[config.mk]
export PLATFORM = sky130hd
export DESIGN_NAME = pstg_port_strobe_generator
export DESIGN_NICKNAME = d
export VERILOG_FILES = /design/src/pstg_pkg.sv /design/src/pstg_port_strobe_generator.sv
export SDC_FILE = /design/constraint.sdc
export NUM_CORES = 1
export LEC_CHECK = 0
export ABC_AREA = 0
export BUFFER_PORTS_ARGS = -buffer_cell sky130_fd_sc_hd__buf_4
export CAP_MARGIN = 30
export CORE_ASPECT_RATIO = 0.6
export CORE_MARGIN = 2
export CORE_UTILIZATION = 42
export CTS_CLUSTER_DIAMETER = 80
export DETAILED_ROUTE_END_ITERATION = 6
export PLACE_DENSITY = 0.74
export SETUP_SLACK_MARGIN = 0.2
export SYNTH_ARGS = -nofsm -noshare
export SYNTH_HDL_FRONTEND = slang
export SYNTH_SLANG_ARGS = --single-unit
[constraint.sdc]
create_clock -name ref_clk_i -period 1.3 [get_ports ref_clk_i]
set_input_delay 0.13 -clock ref_clk_i [delete_from_list [all_inputs] [get_ports ref_clk_i]]
set_output_delay 0.13 -clock ref_clk_i [all_outputs]
set_load 0.1 [all_outputs]
[src/pstg_pkg.sv]
`default_nettype none
package pstg_pkg;
	localparam int unsigned PSTG_DATA_W = 8;
	// Delay from port access to strobe assertion, in clock cycles
	localparam logic [2:0] PSTG_WR_DELAY = 3'h2;
	localparam logic [2:0] PSTG_RD_DELAY = 3'h3;
	// Strobe width in clock cycles
	localparam logic [2:0] PSTG_STB_LEN = 3'h2;
	localparam logic [2:0] PSTG_CNT_ONE = 3'h1;
	localparam logic [2:0] PSTG_CNT_ZERO = 3'h0;
	typedef enum logic [1:0] {
		PSTG_IDLE,
		PSTG_WAIT,
		PSTG_PULSE
	} pstg_state_t;
endpackage : pstg_pkg
`default_nettype wire

[src/pstg_port_strobe_generator.sv]
`default_nettype none
// Notes on behaviour
// - Strobes pulse on port accesses only while strobe enable is set.
// - Each strobe stays asserted exactly two clock cycles, then deasserts.
// - Write strobe starts two cycles after the port output value updates.
// - Read returns the pin value captured three cycles before read strobe.
// - After a read, wait three cycles, then pulse read strobe two cycles.
// - Read strobe assertion samples nothing; it only signals prefetch.
module pstg_port_strobe_generator
	import pstg_pkg::*;
(
	input  wire logic                   ref_clk_i,
	input  wire logic                   rst_n_i,
	input  wire logic                   port_strobe_enable_i,
	input  wire logic                   cpu_wr_i,
	input  wire logic [PSTG_DATA_W-1:0] cpu_wdata_i,
	input  wire logic                   cpu_rd_i,
	input  wire logic [PSTG_DATA_W-1:0] port_pins_i,
	output var  logic [PSTG_DATA_W-1:0] port_out_o,
	output var  logic [PSTG_DATA_W-1:0] cpu_rdata_o,
	output var  logic                   wr_strobe_n_o,
	output var  logic                   rd_strobe_n_o
);
	pstg_state_t state_reg;
	pstg_state_t state_next;
	logic [2:0]  cnt_reg;
	logic [2:0]  cnt_next;
	logic        is_rd_reg;
	logic        is_rd_next;

	// Access decode; a read and a write in one cycle counts as a write
	wire logic       access_w        = cpu_wr_i || cpu_rd_i;
	wire logic       rd_only_w       = cpu_rd_i && !cpu_wr_i;
	wire logic       idle_w          = (state_reg == PSTG_IDLE);

	// A new access is taken only from idle; accesses during a strobe
	// sequence still update data but do not restart the strobe.
	wire logic       start_w         = idle_w && port_strobe_enable_i
		&& access_w;

	// Counts down so the strobe falls on the chosen edge
	wire logic [2:0] delay_w         = rd_only_w ? PSTG_RD_DELAY
		: PSTG_WR_DELAY;
	wire logic       cnt_end_w       = (cnt_reg == PSTG_CNT_ONE);

	// Strobes decode the next state so each leaves a flip-flop
	wire logic       pulse_next_w    = (state_next == PSTG_PULSE);
	wire logic       wr_pulse_next_w = pulse_next_w && !is_rd_next;
	wire logic       rd_pulse_next_w = pulse_next_w && is_rd_next;

	always_comb begin
		state_next = state_reg;
		cnt_next = cnt_reg;
		is_rd_next = is_rd_reg;
		case (state_reg)
			PSTG_IDLE: begin
				if (start_w) begin
					state_next = PSTG_WAIT;
					is_rd_next = rd_only_w;
					cnt_next = delay_w;
				end
			end
			PSTG_WAIT: begin
				if (cnt_end_w) begin
					state_next = PSTG_PULSE;
					cnt_next = PSTG_STB_LEN;
				end else begin
					cnt_next = cnt_reg - PSTG_CNT_ONE;
				end
			end
			PSTG_PULSE: begin
				if (cnt_end_w) begin
					state_next = PSTG_IDLE;
					cnt_next = PSTG_CNT_ZERO;
				end else begin
					cnt_next = cnt_reg - PSTG_CNT_ONE;
				end
			end
			default: begin
				state_next = PSTG_IDLE;
				cnt_next = PSTG_CNT_ZERO;
			end
		endcase
	end

	// Sequencer; a busy access is dropped rather than queued
	always_ff @(posedge ref_clk_i) begin
		if (!rst_n_i) begin
			state_reg <= PSTG_IDLE;
			cnt_reg   <= PSTG_CNT_ZERO;
			is_rd_reg <= 1'h0;
		end else begin
			state_reg <= state_next;
			cnt_reg   <= cnt_next;
			is_rd_reg <= is_rd_next;
		end
	end

	// Output value follows every write, strobed or not
	always_ff @(posedge ref_clk_i) begin
		if (!rst_n_i) begin
			port_out_o <= '0;
		end else if (cpu_wr_i) begin
			port_out_o <= cpu_wdata_i;
		end
	end

	// Pins latched at the read itself, three cycles ahead of the strobe
	always_ff @(posedge ref_clk_i) begin
		if (!rst_n_i) begin
			cpu_rdata_o <= '0;
		end else if (cpu_rd_i) begin
			cpu_rdata_o <= port_pins_i;
		end
	end

	// Strobes sit high through reset so no false pulse leaves the block
	always_ff @(posedge ref_clk_i) begin
		if (!rst_n_i) begin
			wr_strobe_n_o <= 1'h1;
			rd_strobe_n_o <= 1'h1;
		end else begin
			wr_strobe_n_o <= !wr_pulse_next_w;
			rd_strobe_n_o <= !rd_pulse_next_w;
		end
	end

	a_wr_strobe_delay: assert property (@(posedge ref_clk_i)
		disable iff (!rst_n_i)
		(start_w && cpu_wr_i)
		|-> ##1 wr_strobe_n_o [*2] ##1 !wr_strobe_n_o)
		else $error("write strobe not two cycles after write");

	a_rd_strobe_delay: assert property (@(posedge ref_clk_i)
		disable iff (!rst_n_i)
		(start_w && rd_only_w)
		|-> ##1 rd_strobe_n_o [*3] ##1 !rd_strobe_n_o)
		else $error("read strobe not three cycles after read");

	a_strobe_width: assert property (@(posedge ref_clk_i)
		disable iff (!rst_n_i)
		$fell(wr_strobe_n_o)
		|-> ##1 !wr_strobe_n_o ##1 wr_strobe_n_o)
		else $error("write strobe width not two cycles");

	a_rd_width: assert property (@(posedge ref_clk_i)
		disable iff (!rst_n_i)
		$fell(rd_strobe_n_o)
		|-> ##1 !rd_strobe_n_o ##1 rd_strobe_n_o)
		else $error("read strobe width not two cycles");

	a_enable_gate: assert property (@(posedge ref_clk_i)
		disable iff (!rst_n_i)
		(idle_w && !port_strobe_enable_i)
		|=> idle_w && rd_strobe_n_o && wr_strobe_n_o)
		else $error("strobe while disabled");

	a_rd_capture: assert property (@(posedge ref_clk_i)
		disable iff (!rst_n_i)
		cpu_rd_i
		|=> cpu_rdata_o == $past(port_pins_i))
		else $error("read data not captured at read");

	a_strobe_excl: assert property (@(posedge ref_clk_i)
		disable iff (!rst_n_i)
		!(!rd_strobe_n_o && !wr_strobe_n_o))
		else $error("both strobes low");

	a_wr_data_stable: assert property (@(posedge ref_clk_i)
		disable iff (!rst_n_i)
		(start_w && cpu_wr_i)
		|=> port_out_o == $past(cpu_wdata_i))
		else $error("port output not updated before strobe");

	a_wr_seq_len: assert property (@(posedge ref_clk_i)
		disable iff (!rst_n_i)
		(start_w && cpu_wr_i)
		|=> !idle_w [*4] ##1 idle_w)
		else $error("write sequence length wrong");

	a_rd_seq_len: assert property (@(posedge ref_clk_i)
		disable iff (!rst_n_i)
		(start_w && rd_only_w)
		|=> !idle_w [*5] ##1 idle_w)
		else $error("read sequence length wrong");

	a_rd_hold_data: assert property (@(posedge ref_clk_i)
		disable iff (!rst_n_i)
		($fell(rd_strobe_n_o) && !$past(cpu_rd_i))
		|-> $stable(cpu_rdata_o))
		else $error("read data sampled at read strobe");

	a_idle_strobe_high: assert property (@(posedge ref_clk_i)
		disable iff (!rst_n_i)
		(state_reg != PSTG_PULSE)
		|-> wr_strobe_n_o && rd_strobe_n_o)
		else $error("strobe low outside pulse");

	a_rd_strobe_kind: assert property (@(posedge ref_clk_i)
		disable iff (!rst_n_i)
		!rd_strobe_n_o
		|-> is_rd_reg)
		else $error("read strobe for a write");

	a_wr_strobe_kind: assert property (@(posedge ref_clk_i)
		disable iff (!rst_n_i)
		!wr_strobe_n_o
		|-> !is_rd_reg)
		else $error("write strobe for a read");

	a_out_only_write: assert property (@(posedge ref_clk_i)
		disable iff (!rst_n_i)
		!cpu_wr_i
		|=> $stable(port_out_o))
		else $error("port output changed without write");

	a_pulse_entry: assert property (@(posedge ref_clk_i)
		disable iff (!rst_n_i)
		(state_reg == PSTG_WAIT && cnt_end_w)
		|=> state_reg == PSTG_PULSE)
		else $error("pulse not entered after wait");

	a_pulse_exit: assert property (@(posedge ref_clk_i)
		disable iff (!rst_n_i)
		(state_reg == PSTG_PULSE && cnt_end_w)
		|=> idle_w)
		else $error("pulse not ended after two cycles");
endmodule : pstg_port_strobe_generator
`default_nettype wire

# Word-level counts from Yosys, hierarchy flattened

Index checks and enable logic that the tools add are counted.

Reduce and logical (&&, ||, !) cells: 11
Add/subtract/negate cells: 1
Bitwise logic cells: 0
Magnitude comparators: 0
Shift-type cells: 0
Equality and inequality tests: 5
Mux-type cells: 11
Multiply operators: 0
Div/mod/pow operators: 0

Operator list:

| operator                                                            | number |
|---|---|
| 3-bit 2-to-1 mux                                                    | 3 |
| 3-bit one-hot mux with 3 select lines                               | 1 |
| 2-bit 2-to-1 mux                                                    | 3 |
| 2-bit one-hot mux with 3 select lines                               | 1 |
| 1-bit logical AND                                                   | 5 |
| 2-bit == test (second input constant)                               | 2 |
| 1-bit logical NOT                                                   | 4 |
| 3-bit by 1-bit == test with 1-bit output (second input constant)    | 1 |
| 1-bit 2-to-1 mux                                                    | 3 |
| 3-bit by 1-bit subtractor with 3-bit output (second input constant) | 1 |
| 2-bit by 1-bit == test with 1-bit output (second input constant)    | 1 |
| 2-bit logical NOT                                                   | 1 |
| 2-bit by 1-bit != test with 1-bit output (second input constant)    | 1 |
| 1-bit logical OR                                                    | 1 |

Bits in latches: 0
Register bits: 24
ROM bits: 0
Memories: 0
Word-level logic and storage cells: 35
Memory bits (writable): 0

# Depth between registers and ports, before layout

Gate-level depths: netlist (run 1).

Depth after elaboration: 8
Mapped depth: 5

# Least setup slack after synthesis (run 1)

OpenSTA, ideal clock, no wires.

Path type: reg2reg
From: register cnt_reg[1]
To: register rd_strobe_n_o
Library setup time: 0.127 ns
Clock period less this slack: 1.316 ns
Path buffers: 0
Data required time: 1.173 ns
Arrival: 1.189 ns
Cell stages (with the launch flop): 6
Setup slack: -0.016 ns
Cells stage by stage: dfxtp_1 > inv_1 > ha_1 > nor2b_1 > o21ai_1 > or3b_1

Longest elaborated chain between the ends: 6
Elaborated cells between the ends (all ways): 7
Those cells by class: eq/ne (2); mux (3); reduce/logical (2)

RTL lines:

| element                                      | line                                                               | source |
|---|---|---|
| start, declared                              | pstg_port_strobe_generator.sv:26                                   | `logic [2:0] cnt_reg;` |
| start signal, assigned                       | pstg_port_strobe_generator.sv:94                                   | `cnt_reg <= cnt_next;` |
| 3-bit by 1-bit == test with 1-bit output (*) | pstg_port_strobe_generator.sv:44                                   | `wire logic cnt_end_w = (cnt_reg == PSTG_CNT_ONE);` |
| 2-bit 2-to-1 mux, on equally long branches   | pstg_port_strobe_generator.sv:72, pstg_port_strobe_generator.sv:64 |  |
| 2-bit one-hot mux with 3 select lines (*)    | pstg_port_strobe_generator.sv:55                                   | `case (state_reg)` |
| 2-bit == test (*)                            | pstg_port_strobe_generator.sv:47                                   | `wire logic pulse_next_w = (state_next == PSTG_PULSE);` |
| 1-bit logical AND (*)                        | pstg_port_strobe_generator.sv:49                                   | `wire logic rd_pulse_next_w = pulse_next_w && is_rd_next;` |
| 1-bit logical NOT (*)                        | pstg_port_strobe_generator.sv:124                                  | `rd_strobe_n_o <= !rd_pulse_next_w;` |
| end signal, assigned                         | pstg_port_strobe_generator.sv:124                                  |  |
| end, declared                                | pstg_port_strobe_generator.sv:22                                   | `output var logic rd_strobe_n_o` |

Mark *: on every way between the ends. The rest lies on a longest branch, timed or not.
A chain may end at the register's enable or synchronous reset.

# Worst setup path in the final report (run 1)

From: register state_reg[1]
To: register rd_strobe_n_o

Longest elaborated chain between the ends: 8
Elaborated cells between the ends (all ways): 14
Those cells by class: eq/ne (3); mux (6); reduce/logical (5)

RTL lines:

| element                               | line                                                               | source |
|---|---|---|
| start, declared                       | pstg_port_strobe_generator.sv:24                                   | `pstg_state_t state_reg;` |
| start signal, assigned                | pstg_port_strobe_generator.sv:93                                   | `state_reg <= state_next;` |
| 2-bit logical NOT                     | pstg_port_strobe_generator.sv:34, pstg_port_strobe_generator.sv:55 |  |
| 1-bit logical AND                     | pstg_port_strobe_generator.sv:38                                   | `wire logic start_w = idle_w && port_strobe_enable_i` |
| 1-bit logical AND                     | pstg_port_strobe_generator.sv:39                                   | `&& access_w;` |
| 2-bit 2-to-1 mux                      | pstg_port_strobe_generator.sv:57                                   | `if (start_w) begin` |
| 2-bit one-hot mux with 3 select lines | pstg_port_strobe_generator.sv:55                                   |  |
| 2-bit == test                         | pstg_port_strobe_generator.sv:47                                   |  |
| 1-bit logical AND (*)                 | pstg_port_strobe_generator.sv:49                                   |  |
| 1-bit logical NOT (*)                 | pstg_port_strobe_generator.sv:124                                  |  |

Marks and branches as above.

==> flow_summary.ini, run 1 <==
[worst_setup_path]
cpLargestDelayFamily = simple AND/OR/NAND/NOR gates
reg2reg_setup_slack_ns = -0.02
critPathBufInv = 0
cp.required_ns = 1.45
slowest_delay_ns = 0.38
cp-end-kind = flip-flop
start_kind = flip-flop
slowest_stage = dfxtp_2
cp.arrival_ns = 1.47
worstSetupPathType = reg2reg
crit_path_max_fanout = 6
crit_chain = nand4bb_1 -> a32o_1 -> or3b_1

[grt]
antenna_found_initial = 0
grt_use_total_pct = 17.4
grt_start_max_net_pins = 15
grt-ovfl-total = 0
grt_pass1_vias = 798
grt_pass1_wl_mm = 3.62

[routing]
vias = 838
detail_route.wl_per_cell_um = 13.4
drc = 0
antenna_left = 0
wl_met1_mm = 1.04
viasPerCell = 4.87
totalWireLength_mm = 2.30
dr_wl_met2_mm = 1.09
drt_first_iter_violations = 35
first_pass_iters = 4
route.met3.wl_um = 143
dr.max_layer_used = met4

[cts]
cts_buffer_depth = 2
clkSlewWorstSetupHoldPaths_ns = 0.08
worstSkewPairLatency_ns = 0.27
tritoncts = yes
clkSinkCount = 24
cts_made_buffers = 3
postCtsHoldBufs = 0
root_buffer = clkbuf_8
cts.htree.levels = 1

[final_layout]
area_growth_pct = 52.7
layout-drive-gt1-share_pct = 59.9
fill_cells = 167
antennaDiodeCount = 0
final_core_util_pct = 68.4
nets = 166

[timing]
fmax_mhz = 759
max-slew-margin-rel_pct = 71.5
worst_pin_slew_ns = 0.428
final.min_clock_period_ns = 1.32
drv_slew = 0
setup_viol = 1
hold_viol = 0
period_share_pct = 101
postLayoutSetupSlackWorst_ns = -0.0173
tns_ns = -0.0173
final.setup_skew_ns = 0.00224
rsz0062_at_grt = yes

[run_status]
violations = setup timing
outcome = complete, but fails checks

[synth]
synth_edf_count = 0
ys_warn_count = 0
synth.top_cell.area_share_pct = 48.9
synth_flop_cell = dfxtp_1
syn-cell-area_um2 = 983
synth_seq_cells = 24
netlist_top_cells_area = dfxtp_1, mux2i_1, nor2_1
yosysMostFrequentCell = dfxtp_1
syn_avg_cell_area_um2 = 10.1
ys_async_sr_fraction_pct = 0
synth_cells = 97
syn-num-nets = 120
yosysTopAreaCell = dfxtp_1
ys_types = 26
synth_common_cells = dfxtp_1, nor2_1, mux2i_1
seq_area_frac_synth_pct = 48.9

[die]
boundaryPins = 39
die_h_um = 41.5
placement_rows = 13
die_area_um2 = 2760
die_width_um = 66.5
core_um2 = 2200
initial_core_util_pct = 44.8

[placed_design]
port_buffers = 38
dp_hpwl_mm = 1.61
place_congestion = 0.881

[power_and_ir_drop]
p_leak_nw = 0.700
ir_worst_vdd_uv = 845
power_density_nw_per_um2 = 1370

[job]
maxCapViolCount = 0

[worst_hold_path]
hp-class = in2reg
==> metal layers <==
layer | vias up | GRT usage, %
met1 | 393 | 22.0
met3 | 4 | 7.05
met2 | 23 | 27.6
met4 | 0 | 4.90
met5 | - | 0
li1 | 418 | -
==> per-stage QoR <==
| step | hold slack, ns | power, mW | cell area (um2) | setup slack [ns] | std cells |
|---|---|---|---|---|---|
| finish | 0.0920 | 2.05 | 1500 | -0.0173 | 172 |
| global route | 0.0910 | 2.14 | 1500 | -0.0769 | 172 |
| CTS | 0.0866 | 2.03 | 1450 | -0.00302 | 169 |
| detailed placement | 0.371 | 1.36 | 1340 | -0.0240 | 163 |
| global placement | 0.351 | 1.35 | 1340 | 0.0339 | 163 |
| floorplan | 0.202 | 1.23 | 1030 | 0.0449 | 97 |
==> logic make-up after synthesis <==
| family | Yosys count | synth area share (%) |
|---|---|---|
| compound gates | 10 | 7.38 |
| flops | 24 | 48.9 |
| mux | 17 | 17.4 |
| buf+inv | 11 | 6.49 |
| fa+ha+maj | 2 | 2.54 |
| xor+xnor | 1 | 0.891 |
| simple gates | 32 | 16.4 |
==> where the power goes <==
part	switching [mW]	internal (mW)	total [mW]	leakage, nW
clock	0.233	0.412	0.645	0.0357
sequential	0.0408	0.792	0.833	0.205
combinational	0.361	0.212	0.573	0.459
total	0.635	1.42	2.05	0.700
==> cell usage in the layout (no fill, tap or decap), drive strengths merged <==
master and count:
xnor2 1, nand2 1, o21bai 1, o21ai 2
a21oi 3, clkbuf 3, inv 5, mux2i 16
dfxtp 24, a32o 1, nand4bb 2, bufinv 1
nor3 2, nand3 2, nor2b 2, or3b 1
nand2b 2, nor2 18, mux2 1, nor3b 1
buf 47, ha 2, a211oi 1, and2 1
o221a 2
==> tightest hold or removal path: cells and delay by family <==
kind,cells,cell delay [ns]
buf+inv,1,0.08
mux,1,0.05
simple gates,1,0.07
==> what timing repair did <==
| item | CTS | global route |
|---|---|---|
| cloned | 0 | 0 |
| resized for setup | 5 | 6 |
| pin swaps | 5 | 3 |
| endpoints found under the setup margin | 3 | 7 |
| setup buffers | 2 | 3 |
==> final timing paths <==
path / startpoint / end / cells after the start
setup / recovery: state_reg[1] / rd_strobe_n_o / 3
hold / removal: port_pins_i[6] / cpu_rdata_o[6] / 3
setup reg to reg: state_reg[1] / rd_strobe_n_o / 3
hold reg to reg: cpu_rdata_o[0] / cpu_rdata_o[0] / 2
==> final cells by class <==
cell class,count,area (um2),area share (%)
Clock buffer,3,41.3,2.75
Tap cell,30,37.5,2.50
Clock inverter,1,30.0,2.00
Timing Repair Buffer,47,353,23.5
Multi-Input combinational cell,62,513,34.2
Sequential cell,24,508,33.8
Inverter,5,18.8,1.25
(Power assumes the default switching activity.)
==> run 2, diff against run 1 <==
- clock period: 1.3 -> 1.1 ns (I/O delays scaled with it)
==> run 2 against run 1 <==
The flow still finishes with violations (setup timing). Largest power group unchanged. Critical path depth increased by 2. Clock power down 18%. Cell area grew 26%. Critical path type unchanged. Global-route usage is 7.0 points higher. Via count rose by 16%. Critical endpoint unchanged. Core utilization increased by 17 points. Highest routed layer unchanged.
==> flow_summary.ini, run 2 (synthesized netlist as in run 1, its figures left out) <==
[run_status]
outcome = complete, but fails checks
violations = setup timing

[final_layout]
final-instance-count-excl-fill = 188
final_core_util_pct = 85.9
antennaDiodeCount = 0
fin_area_um2 = 1890
nets = 182
layout_common_cells = buf_4, dfxtp_4, nor2_1, buf_12, mux2i_1
area_growth_pct = 91.7
layout-drive-gt1-share_pct = 64.6
final_common_cell = buf_4
fill_cells = 106

[placed_design]
place_area_um2 = 1470
place_inst = 172
port_buffers = 38
place_congestion = 0.867
dp_hpwl_mm = 1.85

[routing]
wl_met1_mm = 1.33
dr_wl_met2_mm = 1.72
drc = 0
detail_route.wl_per_cell_um = 17.6
first_pass_iters = 4
vias = 969
totalWireLength_mm = 3.31
drt_first_iter_violations = 101
antenna_left = 0
viasPerCell = 5.15
route.met3.wl_um = 240
dr.max_layer_used = met4

[timing]
rsz0062_at_grt = yes
max-slew-margin-rel_pct = 71.0
postLayoutSetupSlackWorst_ns = -0.261
final.min_clock_period_ns = 1.36
period_share_pct = 124
final.setup_skew_ns = 0.00196
timing.hold.ws_ns = 0.0555
hold_viol = 0
setup_viol = 8
fmax_mhz = 735
drv_slew = 0
worst_pin_slew_ns = 0.430

[grt]
grt_pass1_wl_mm = 4.94
antenna_found_initial = 0
grt_start_max_net_pins = 14
grt_pass1_vias = 972
grt-ovfl-total = 0
grt_use_total_pct = 24.5

[die]
boundaryPins = 39
core_um2 = 2200
die_h_um = 41.5
initial_core_util_pct = 44.8
die_width_um = 66.5
die_area_um2 = 2760
placement_rows = 13

[cts]
cts_buffer_depth = 2
tritoncts = yes
cts_made_buffers = 3
clkSlewWorstSetupHoldPaths_ns = 0.09
root_buffer = clkbuf_8
clkSinkCount = 24
worstSkewPairLatency_ns = 0.27
cts.htree.levels = 1

[power_and_ir_drop]
ir_worst_vdd_uv = 853
p_leak_nw = 0.849
power_density_nw_per_um2 = 1280

[worst_setup_path]
r2r_cells = 5
crit_path_max_fanout = 3
cp.arrival_ns = 1.51
cp.required_ns = 1.25
r2r_start = cnt_reg[1]
reg2reg_setup_slack_ns = -0.26
start_kind = flip-flop
r2r-end = rd_strobe_n_o
worstSetupPathType = reg2reg
cp-end-kind = flip-flop

[worst_hold_path]
hp-class = in2reg
hold_path_end = wr_strobe_n_o
min_from = rst_n_i
hold_depth = 2

[job]
maxCapViolCount = 0
-- run 2: cell count changes in the layout (fill, tap and decap cells not counted), sizes merged --
cell,change
clkinv,+1
bufinv,-1
buf,+16
-- run 2: routing by layer --
layer | global-route usage (%) | vias to the layer above
met3 | 8.67 | 2
met1 | 30.7 | 477
met2 | 41.8 | 38
met4 | 2.86 | 0
met5 | 0 | -
li1 | - | 452
-- run 2: area by class of cell --
| cell class | instances | area, um2 | share of cell area (%) |
|---|---|---|---|
| Tap cell | 30 | 37.5 | 1.99 |
| Multi-Input combinational cell | 62 | 513 | 27.2 |
| Clock buffer | 3 | 41.3 | 2.19 |
| Clock inverter | 1 | 3.75 | 0.199 |
| Inverter | 5 | 18.8 | 0.995 |
| Sequential cell | 24 | 554 | 29.4 |
| Timing Repair Buffer | 63 | 717 | 38.0 |
-- run 2: through the flow --
stage          setup slack (ns)  power (mW)  TNS, ns
2_1_floorplan            -0.155        1.46   -0.197
3_3_place_gp             -0.147        1.64   -0.358
3_5_place_dp             -0.178        1.66   -0.471
4_1_cts                  -0.179        2.34   -0.847
5_1_grt                  -0.294        2.51    -1.67
6_report                 -0.261        2.42    -1.34
-- run 2: how the worst max path moves through the flow --
stage,startpoint,end,slack (ns),cells past startpoint
floorplan,state_reg[1],rd_strobe_n_o,-0.15,4
global placement,cnt_reg[1],rd_strobe_n_o,-0.15,5
detailed placement,state_reg[1],rd_strobe_n_o,-0.18,3
CTS,cnt_reg[1],rd_strobe_n_o,-0.18,5
global route,cnt_reg[1],rd_strobe_n_o,-0.29,5
finish,cnt_reg[1],rd_strobe_n_o,-0.26,5
-- run 2: worst max-delay path, stage by stage, from the launching register on --
cell and delay (ns):
dfxtp_2 0.35, inv_2 0.06, ha_4 0.16, nor2b_4 0.13, o21ai_2 0.16, or3b_1 0.38
-- run 2: power by group --
| part | internal, mW | switching, mW | total [mW] |
|---|---|---|---|
| combinational | 0.416 | 0.489 | 0.905 |
| clock | 0.250 | 0.282 | 0.532 |
| sequential | 0.915 | 0.0637 | 0.978 |
-- run 2: timing repair --
item,CTS,global route
pin swaps,3,3
buffers inserted,7,5
hold buffers,0,0
endpoints found under the setup margin,26,26
resized for setup,63,7
